**config.mk**
```make
export PLATFORM = sky130hd
export DESIGN_NAME = pin_function_mux
export DESIGN_NICKNAME = d
export VERILOG_FILES = /design/src/pin_mux_pkg.sv /design/src/pin_function_mux.sv
export SDC_FILE = /design/constraint.sdc
export NUM_CORES = 1
export LEC_CHECK = 0
export BUFFER_PORTS_ARGS = -buffer_cell sky130_fd_sc_hd__buf_4
export CAP_MARGIN = 20
export CORE_MARGIN = 1.5
export CORE_UTILIZATION = 57
export DETAILED_ROUTE_END_ITERATION = 12
export MAX_ROUTING_LAYER = met4
export PLACE_DENSITY = 0.84
export SYNTH_ARGS = -nofsm -noshare
export SYNTH_HDL_FRONTEND = slang
export SYNTH_SLANG_ARGS = --single-unit
```
**constraint.sdc**
```tcl
create_clock -name mclk -period 3.4 [get_ports mclk]
set_clock_uncertainty 0.2 [all_clocks]
set_input_delay 0.17 -clock mclk [delete_from_list [all_inputs] [get_ports mclk]]
set_output_delay 0.17 -clock mclk [all_outputs]
set_load 0.02 [all_outputs]
```
**src/pin_mux_pkg.sv**
```systemverilog
// constants for the general-pin function selectors and the address unlock key
package pin_mux_pkg;
  // register offsets on the serial host port
  localparam logic [7:0] ADDR_REG_OFS = 8'h09;
  localparam logic [7:0] PIN_SEL_OFS = 8'h0b;
  localparam logic [7:0] KEY_OFS = 8'h0d;
  // field positions
  localparam int SEL0_LSB = 0;
  localparam int SEL1_LSB = 8;
  localparam int SEL_W = 5;
  localparam int ADDR_LSB = 1;
  localparam int ADDR_W = 7;
  localparam int WKEY_LSB = 8;
  // reset values
  localparam logic [4:0] SEL_RESET = 5'h00;
  localparam logic [15:0] KEY_RESET = 16'h0000;
  localparam logic [6:0] ADDR_RESET = 7'h32;
  // byte that must accompany a target address write
  localparam logic [7:0] ADDR_WRITE_KEY = 8'had;
  // unlock key codes
  localparam logic [15:0] KEY_ALWAYS = 16'h04ad;
  localparam logic [15:0] KEY_PIN0 = 16'h44ad;
  localparam logic [15:0] KEY_PIN1 = 16'h84ad;
  localparam logic [15:0] KEY_BOTH = 16'hc4ad;
  // function codes
  localparam logic [4:0] SEL_LEGACY = 5'h00;
  localparam logic [4:0] SEL_INT = 5'h01;
  localparam logic [4:0] SEL_SLOT_WIN = 5'h02;
  localparam logic [4:0] SEL_PULSE_A = 5'h05;
  localparam logic [4:0] SEL_PULSE_B = 5'h06;
  localparam logic [4:0] SEL_PULSE_AB = 5'h07;
  localparam logic [4:0] SEL_DATA_A = 5'h0c;
  localparam logic [4:0] SEL_DATA_B = 5'h0d;
  localparam logic [4:0] SEL_DATA_AB = 5'h0e;
  localparam logic [4:0] SEL_TOGGLE = 5'h0f;
  localparam logic [4:0] SEL_LOW = 5'h10;
  localparam logic [4:0] SEL_HIGH = 5'h11;
  localparam logic [4:0] SEL_OSC = 5'h13;
endpackage

```
**src/pin_function_mux.sv**
```systemverilog
// general-pin function selection and target address unlock key
// What this block does
// first pin selector is five bits, register bits 4:0, reset zero
// first pin selector zero gives the legacy interrupt pin behaviour
// code one drives interrupt using polarity, drive style and enable configuration
// code two asserts pin from first slot start to last slot end
// codes five, six, seven output slot A, slot B, both pulse trains
// codes 0xC, 0xD, 0xE show data cycle for A, B, either
// code 0xF toggles pin every sample, half sampling rate square wave
// 0x10 low, 0x11 high, 0x13 forwards the 32 kHz oscillator
// software must program only listed function codes
// second pin selector supports codes 0x01 to 0x13 identically
// sixteen bit read/write unlock key, reset zero, gates address changes
// key 0x04AD permits address change always
// key 0x44AD permits change only while first pin is high
// key 0x84AD needs second pin high; 0xC4AD needs both high
// software writes 0xAD in upper byte of address write
// target address in bits 7:1, reset 0x64
// address writes ignored unless key and pin condition permit
`timescale 1ns/1ns
`default_nettype none
module pin_function_mux (
  // clock and reset
  input wire logic mclk,
  input wire logic rst,
  // serial host port register access
  input wire logic [7:0] reg_addr,
  input wire logic [15:0] reg_wdata,
  input wire logic reg_wr,
  input wire logic reg_rd,
  output logic [15:0] reg_rdata,
  // interrupt pin configuration from its register
  input wire logic int_pol,
  input wire logic int_drv,
  input wire logic int_ena,
  // internal sources
  input wire logic irq,
  input wire logic slot_window,
  input wire logic pulse_a,
  input wire logic pulse_b,
  input wire logic data_cycle_a,
  input wire logic data_cycle_b,
  input wire logic sample_strobe,
  input wire logic osc32k,
  // general pins
  input wire logic pin0_in,
  output logic pin0_out,
  output logic pin0_oe,
  input wire logic pin1_in,
  output logic pin1_out,
  output logic pin1_oe,
  // current target address
  output logic [6:0] target_addr
);

  logic [4:0] sel0_reg, sel0_next, sel1_reg, sel1_next;
  logic [15:0] key_reg, key_next;
  logic [6:0] addr_reg, addr_next;
  logic [15:0] rdata_reg, rdata_next;
  logic toggle_reg, toggle_next;
  logic [2:0] p0_sync_reg, p1_sync_reg, osc_sync_reg;
  logic [2:0] p0_sync_next, p1_sync_next, osc_sync_next;
  logic p0_lvl_reg, p1_lvl_reg, osc_lvl_reg;
  logic p0_lvl_next, p1_lvl_next, osc_lvl_next;
  logic [1:0] drv0_reg, drv1_reg, drv0_next, drv1_next;
  logic addr_wr, addr_ok;

  localparam logic [4:0] SEL_LEGACY_C = pin_mux_pkg::SEL_LEGACY;
  localparam logic [4:0] SEL_INT_C = pin_mux_pkg::SEL_INT;
  localparam logic [4:0] SEL_SLOT_WIN_C = pin_mux_pkg::SEL_SLOT_WIN;
  localparam logic [4:0] SEL_PULSE_A_C = pin_mux_pkg::SEL_PULSE_A;
  localparam logic [4:0] SEL_PULSE_B_C = pin_mux_pkg::SEL_PULSE_B;
  localparam logic [4:0] SEL_PULSE_AB_C = pin_mux_pkg::SEL_PULSE_AB;
  localparam logic [4:0] SEL_DATA_A_C = pin_mux_pkg::SEL_DATA_A;
  localparam logic [4:0] SEL_DATA_B_C = pin_mux_pkg::SEL_DATA_B;
  localparam logic [4:0] SEL_DATA_AB_C = pin_mux_pkg::SEL_DATA_AB;
  localparam logic [4:0] SEL_TOGGLE_C = pin_mux_pkg::SEL_TOGGLE;
  localparam logic [4:0] SEL_LOW_C = pin_mux_pkg::SEL_LOW;
  localparam logic [4:0] SEL_HIGH_C = pin_mux_pkg::SEL_HIGH;
  localparam logic [4:0] SEL_OSC_C = pin_mux_pkg::SEL_OSC;

  // picks {oe, level} for one pin; pin 1 legacy leaves the pin released
  function automatic logic [1:0] pin_drive(input logic [4:0] sel, input logic is_pin0,
                                           input logic tog, input logic osc);
    logic act;
    act = irq ^ int_pol;
    case (sel)
      SEL_LEGACY_C: pin_drive = is_pin0 ? {int_ena & (~int_drv | irq), act} : 2'h0;
      SEL_INT_C: pin_drive = {int_ena & (~int_drv | irq), act};
      SEL_SLOT_WIN_C: pin_drive = {1'b1, slot_window};
      SEL_PULSE_A_C: pin_drive = {1'b1, pulse_a};
      SEL_PULSE_B_C: pin_drive = {1'b1, pulse_b};
      SEL_PULSE_AB_C: pin_drive = {1'b1, pulse_a | pulse_b};
      SEL_DATA_A_C: pin_drive = {1'b1, data_cycle_a};
      SEL_DATA_B_C: pin_drive = {1'b1, data_cycle_b};
      SEL_DATA_AB_C: pin_drive = {1'b1, data_cycle_a | data_cycle_b};
      SEL_TOGGLE_C: pin_drive = {1'b1, tog};
      SEL_LOW_C: pin_drive = 2'h2;
      SEL_HIGH_C: pin_drive = 2'h3;
      SEL_OSC_C: pin_drive = {1'b1, osc};
      // unsupported codes simply release the pin
      default: pin_drive = 2'h0;
    endcase
  endfunction

  // pin levels and the oscillator arrive from outside: three stages, agree on last two
  always_comb begin
    p0_sync_next = {p0_sync_reg[1:0], pin0_in};
    p1_sync_next = {p1_sync_reg[1:0], pin1_in};
    osc_sync_next = {osc_sync_reg[1:0], osc32k};
    p0_lvl_next = (p0_sync_reg[2] == p0_sync_reg[1]) ? p0_sync_reg[2] : p0_lvl_reg;
    p1_lvl_next = (p1_sync_reg[2] == p1_sync_reg[1]) ? p1_sync_reg[2] : p1_lvl_reg;
    osc_lvl_next = (osc_sync_reg[2] == osc_sync_reg[1]) ? osc_sync_reg[2] : osc_lvl_reg;
  end

  always_ff @(posedge mclk) begin
    if (rst) begin
      p0_sync_reg <= 3'h0;
      p1_sync_reg <= 3'h0;
      osc_sync_reg <= 3'h0;
      p0_lvl_reg <= 1'b0;
      p1_lvl_reg <= 1'b0;
      osc_lvl_reg <= 1'b0;
    end else begin
      p0_sync_reg <= p0_sync_next;
      p1_sync_reg <= p1_sync_next;
      osc_sync_reg <= osc_sync_next;
      p0_lvl_reg <= p0_lvl_next;
      p1_lvl_reg <= p1_lvl_next;
      osc_lvl_reg <= osc_lvl_next;
    end
  end

  // key decides whether a target address write lands
  always_comb begin
    addr_wr = reg_wr && (reg_addr == pin_mux_pkg::ADDR_REG_OFS) &&
              (reg_wdata[pin_mux_pkg::WKEY_LSB +: 8] == pin_mux_pkg::ADDR_WRITE_KEY);
    if (key_reg == pin_mux_pkg::KEY_ALWAYS) begin
      addr_ok = 1'b1;
    end else if (key_reg == pin_mux_pkg::KEY_PIN0) begin
      addr_ok = p0_lvl_reg;
    end else if (key_reg == pin_mux_pkg::KEY_PIN1) begin
      addr_ok = p1_lvl_reg;
    end else if (key_reg == pin_mux_pkg::KEY_BOTH) begin
      addr_ok = p0_lvl_reg & p1_lvl_reg;
    end else begin
      addr_ok = 1'b0;
    end
  end

  // register writes and reads
  always_comb begin
    sel0_next = sel0_reg;
    sel1_next = sel1_reg;
    key_next = key_reg;
    addr_next = addr_reg;
    rdata_next = rdata_reg;
    if (reg_wr && reg_addr == pin_mux_pkg::PIN_SEL_OFS) begin
      sel0_next = reg_wdata[pin_mux_pkg::SEL0_LSB +: pin_mux_pkg::SEL_W];
      sel1_next = reg_wdata[pin_mux_pkg::SEL1_LSB +: pin_mux_pkg::SEL_W];
    end
    if (reg_wr && reg_addr == pin_mux_pkg::KEY_OFS) begin
      key_next = reg_wdata;
    end
    if (addr_wr && addr_ok) begin
      addr_next = reg_wdata[pin_mux_pkg::ADDR_LSB +: pin_mux_pkg::ADDR_W];
    end
    if (reg_rd) begin
      if (reg_addr == pin_mux_pkg::PIN_SEL_OFS) begin
        rdata_next = {3'h0, sel1_reg, 3'h0, sel0_reg};
      end else if (reg_addr == pin_mux_pkg::KEY_OFS) begin
        rdata_next = key_reg;
      end else if (reg_addr == pin_mux_pkg::ADDR_REG_OFS) begin
        rdata_next = {8'h00, addr_reg, 1'b0};
      end else begin
        rdata_next = 16'h0000;
      end
    end
  end

  // toggle runs freely on each sample so both pins see the same phase
  always_comb begin
    toggle_next = sample_strobe ? ~toggle_reg : toggle_reg;
    drv0_next = pin_drive(sel0_reg, 1'b1, toggle_reg, osc_lvl_reg);
    drv1_next = pin_drive(sel1_reg, 1'b0, toggle_reg, osc_lvl_reg);
  end

  always_ff @(posedge mclk) begin
    if (rst) begin
      sel0_reg <= pin_mux_pkg::SEL_RESET;
      sel1_reg <= pin_mux_pkg::SEL_RESET;
      key_reg <= pin_mux_pkg::KEY_RESET;
      addr_reg <= pin_mux_pkg::ADDR_RESET;
      rdata_reg <= 16'h0000;
      toggle_reg <= 1'b0;
      drv0_reg <= 2'h0;
      drv1_reg <= 2'h0;
    end else begin
      sel0_reg <= sel0_next;
      sel1_reg <= sel1_next;
      key_reg <= key_next;
      addr_reg <= addr_next;
      rdata_reg <= rdata_next;
      toggle_reg <= toggle_next;
      drv0_reg <= drv0_next;
      drv1_reg <= drv1_next;
    end
  end

  assign pin0_oe = drv0_reg[1];
  assign pin0_out = drv0_reg[0];
  assign pin1_oe = drv1_reg[1];
  assign pin1_out = drv1_reg[0];
  assign reg_rdata = rdata_reg;
  assign target_addr = addr_reg;
endmodule // pin_function_mux
`default_nettype wire

```
Word-level counts from Yosys, hierarchy flattened
Cells that the tools add are included.
Storage, ports and cells
  logic and storage cells: 73
  register bits after elaboration: 66
  output and inout bits: 27
  input bits: 41
Operators by class
  reduce and logical (&&, ||, !) cells: 7
  bitwise operators: 8
  muxes and demuxes: 9
  equality and inequality tests: 35
Operator list (count)
  $pmux 2 s12: 2
  $eq 5x4->1 const B: 8
  $eq 16x16->1 const B: 2
  $mux 16: 2
  $eq 5x3->1 const B: 6
  $eq 5x5->1 const B: 6
  $eq 8x4->1 const B: 3
  $eq 16x11->1 const B: 1
  $eq 16x15->1 const B: 1
  $eq 5x1->1 const B: 2
  $eq 5x2->1 const B: 2
  $eq 8x8->1 const B: 1
  $mux 8: 1
  $logic_and 1x1->1: 5
  $logic_not 5->1: 1
  $mux 1: 4
  $eq 1x1->1: 3
  $or 1x1->1: 3
  $and 1x1->1: 2
  $not 1->1: 2
  $reduce_or 2->1: 1
  $xor 1x1->1: 1

Depth between registers and ports, before layout
  depth in word-level cells: 6
  depth in mapped cells: 7

Worst setup path after synthesis
Ideal clock, no wire load.
  path kind: reg2reg
  from: register key_reg[11]
  to: register addr_reg[0] (netlist: target_addr[0])
  stages on the path, launching flop included: 7
  required time: 3.072 ns
  buffers on the path: 1
  setup slack: 1.439 ns
  data arrival time: 1.634 ns
  clock period less this slack: 1.961 ns
  cells stage by stage: dfxtp_1 > or4b_2 > nor3_1 > and4_1 > buf_4 > mux2i_1 > nor2_1
Between the ends
  cells in the longest elaborated chain, start to end: 6
  elaborated cells between the ends (all ways): 9
  classes of those cells: eq/ne: 4; mux: 4; reduce/logical: 1
Ends and longest elaborated chain
  start: declaration: RTL line pin_function_mux.sv:57  | logic [15:0] key_reg, key_next;
  start signal: assignment: RTL line pin_function_mux.sv:192  | key_reg <= pin_mux_pkg::KEY_RESET;
  start signal: assignment: RTL line pin_function_mux.sv:201  | key_reg <= key_next;
  $eq 16x16->1: RTL line pin_function_mux.sv:144  | end else if (key_reg == pin_mux_pkg::KEY_BOTH) begin
  $mux 1: RTL line pin_function_mux.sv:144
  $mux 1: RTL line pin_function_mux.sv:142  | end else if (key_reg == pin_mux_pkg::KEY_PIN1) begin
  $mux 1: RTL line pin_function_mux.sv:140  | end else if (key_reg == pin_mux_pkg::KEY_PIN0) begin
  $mux 1 *: RTL line pin_function_mux.sv:138  | if (key_reg == pin_mux_pkg::KEY_ALWAYS) begin
  $logic_and 1x1->1 *: RTL line pin_function_mux.sv:165  | if (addr_wr && addr_ok) begin
  end signal: assignment: RTL line pin_function_mux.sv:193  | addr_reg <= pin_mux_pkg::ADDR_RESET;
  end signal: assignment: RTL line pin_function_mux.sv:202  | addr_reg <= addr_next;
  end: declaration: RTL line pin_function_mux.sv:58  | logic [6:0] addr_reg, addr_next;
Mark *: on every way between the ends. The rest lies on a longest branch, timed or not.
A chain may end at the register's enable or synchronous reset.

Worst setup path after layout
  from: input reg_wdata[9]
  to: register addr_reg[0] (netlist: target_addr[0])
Between the ends
  cells in the longest elaborated chain, start to end: 3
Ends and longest elaborated chain
  start: declaration: RTL line pin_function_mux.sv:28  | input wire logic [15:0] reg_wdata,
  $eq 8x8->1: RTL line pin_function_mux.sv:137  | (reg_wdata[pin_mux_pkg::WKEY_LSB +: 8] == pin_mux_pkg::ADDR_WRITE_KEY);
  $logic_and 1x1->1: RTL line pin_function_mux.sv:136  | addr_wr = reg_wr && (reg_addr == pin_mux_pkg::ADDR_REG_OFS) &&
  $logic_and 1x1->1: RTL line pin_function_mux.sv:165
No other way between the ends.

==> key figures <==
Floorplanning
  • Die area: 5590 sq um
  • Die Y: 74.8 microns
  • Core box area: 4850 sq um
  • FP Rows: 25
  • # IOs: 68
  • Initial Util: 60.5%
  • Die X: 74.8 microns

Route
  • Via density: 5.71
  • 1st-pass router iterations: 5
  • Total number of vias: 2907
  • DR iter-0 viols: 132
  • Residual DRC: 0
  • DR WL/cell: 15.3 microns
  • Remaining antenna violation count: 0
  • Final WL: 7760 microns

Placement
  • Placed instance area: 3420 sq um
  • Placed insts: 471
  • Placer Congestion: 0.905
  • Port bufs: 67
  • HPWL Detailed: 4980 microns
  • Pre-CTS setup slack: 983 ps

Yosys
  • Top cells by area, synth: dfxtp_1 (45%), a21oi_1 (7.8%), nand2_1 (6.3%), nand3_1 (4.9%), nor2_1 (4.3%)
  • Ys async rst share: 0%
  • Synth warn: 0
  • Most used DFF post-synth: dfxtp_1
  • Seq cells post-synth: 66
  • Synth top area share: 45.0%
  • Synth Net Count: 404
  • Area leader, netlist: dfxtp_1
  • Yosys cell types: 42
  • Post-synth EDFFs: 0
  • Cell Area, Synth: 2940 sq um
  • Syn Inst Count: 363
  • Seq/Total Area, Yosys: 45.0%
  • Synth Area per Inst: 8.09 sq um

Clock tree
  • H-tree level count: 3
  • CTS sink count: 66
  • Clk Latency, worst-skew pair: 350 ps
  • Clk buf depth: 2
  • Clk slew on worst S/H paths: 70 ps
  • Post-CTS setup buffers: 0
  • Post-CTS Resized: 0
  • Clock root cell: clkbuf_8
  • Clock buffer count from CTS: 9
  • CTS tree: yes

Setup path
  • Critical path class: in -> reg
  • Crit. Startpoint: reg_wdata[9]
  • Worst r2r src: key_reg[11]
  • Crit start category: primary input
  • Crit path arrival time: 2440 ps
  • CP max stage cell: and4_1
  • Critical Path RT: 3420 ps
  • CP max FO: 10
  • Critical path cell sequence: dlygate4sd3_1, buf_4, or4b_1, a221oi_1, and4_1, mux2i_1, nor2_1
  • Largest stage delay, worst path: 560 ps
  • Crit. End Element: flip-flop

Finish
  • Commonest non-fill, non-tap cell in the layout: buf_4
  • Layout area overhead: 31.5%
  • Commonest non-fill, non-tap cells in the layout: buf_4 (69), dfxtp_1 (66), nand2_1 (49), a21oi_1 (46), nor2_1 (34)
  • Design area: 3860 sq um
  • Layout Utilization: 79.6%
  • Layout cells sized above 1: 20.8%
  • Final #Nets: 478
  • Final std cells w/o fill: 509
  • Ant. Diodes: 0

Timing
  • Final Hold Vio Count: 0
  • Slew HR: 55.4%
  • Worst Tran Pin Value: 669 ps
  • Hold slack: 5.20 ps
  • # setup viols final: 0
  • Post-layout min period: 2430 ps
  • Fmax: 412 MHz
  • RSZ-0062 raised after global routing: false
  • Slew Limit Fails: 0
  • Final period util: 71.4%
  • Setup ws final: 973 ps
  • Setup TNS: 0 ps

Pwr
  • Pleak: 1.45 nW
  • Max VDD drop: 0.000456 V
  • Pwr per Cell Area: 431 nW/um^2
  • Total Power: 1.66 mW

Global route
  • Met3 Use GR: 8.17%
  • M2 GR Usage: 48.6%
  • Vias in the first global route: 2712
  • GRT Util Overall: 30.3%
  • Met1 GRT Util: 36.0%
  • GRT overflow: 0
  • Initial antenna violation count: 0
  • First-pass GRT wire length: 12300 microns
  • Largest net degree at the start of global routing: 68
  • Grt peak-use layer: met2

Worst hold path
  • Hold WC Path Type: in -> reg
  • Hold_sp: irq

Run
  • Max cap viols: 0

Outcome
  • Status: completed
==> critical path, delay by kind of cell <==
family	cells	cell delay, ps
buffers and inverters	2	680
and+or+nand+nor	3	1100
AOI/OAI and AO/OA	1	230
muxes	1	260
==> routing by layer <==
layer,vias up,part of all wire [%]
li1,1416,-
met1,1360,43
met2,110,49
met3,21,6.0
met4,0,2.3
met5,-,0
==> logic make-up after synthesis <==
| group | after synthesis | share of synthesized area, % |
|---|---|---|
| buf+inv | 36 | 4.99 |
| xor+xnor | 2 | 0.597 |
| flops | 66 | 45.0 |
| mux | 13 | 4.56 |
| simple gates | 162 | 27.8 |
| compound gates | 84 | 17.1 |
==> final cells by class <==
cell class / instances / area, sq um
timing repair buffer: 91 / 738
inverter: 8 / 30.0
clock inverter: 5 / 77.6
sequential: 66 / 1320
fill: 346 / 988
tap: 67 / 83.8
clock buffer: 11 / 141
multi-input combinational: 261 / 1470
==> where the power goes <==
group,leakage (nW),internal (mW),switching (mW)
Sequential,0.535,0.784,0.00560
Combinational,0.807,0.0725,0.0676
Clock,0.109,0.430,0.304
==> repair_timing <==
| item | in CTS | in global routing |
|---|---|---|
| hold buffers | 22 | 0 |
| hold endpoints to repair | 39 | 0 |
| setup endpoints to repair | 0 | 0 |
==> cells in the mapped netlist, types with 4 or more instances <==
master	number
nor2_1	34
mux2i_1	10
o21ai_0	14
nand2_1	49
nand2b_1	11
clkbuf_1	20
nor2b_1	13
a311oi_1	6
nor3_1	6
inv_1	8
nand3_1	29
a31oi_1	4
o2111ai_1	4
a21oi_1	46
dfxtp_1	66
==> final timing paths <==
check                                  endpoint  slack, ps  depth (start not counted)
worst min register to register  osc_sync_reg[1]        240                          1
worst min-delay path                drv0_reg[1]          5                          3
worst max-delay path             target_addr[0]        970                          7
worst max register to register   target_addr[0]       1020                          5
(Power assumes the default switching activity.)
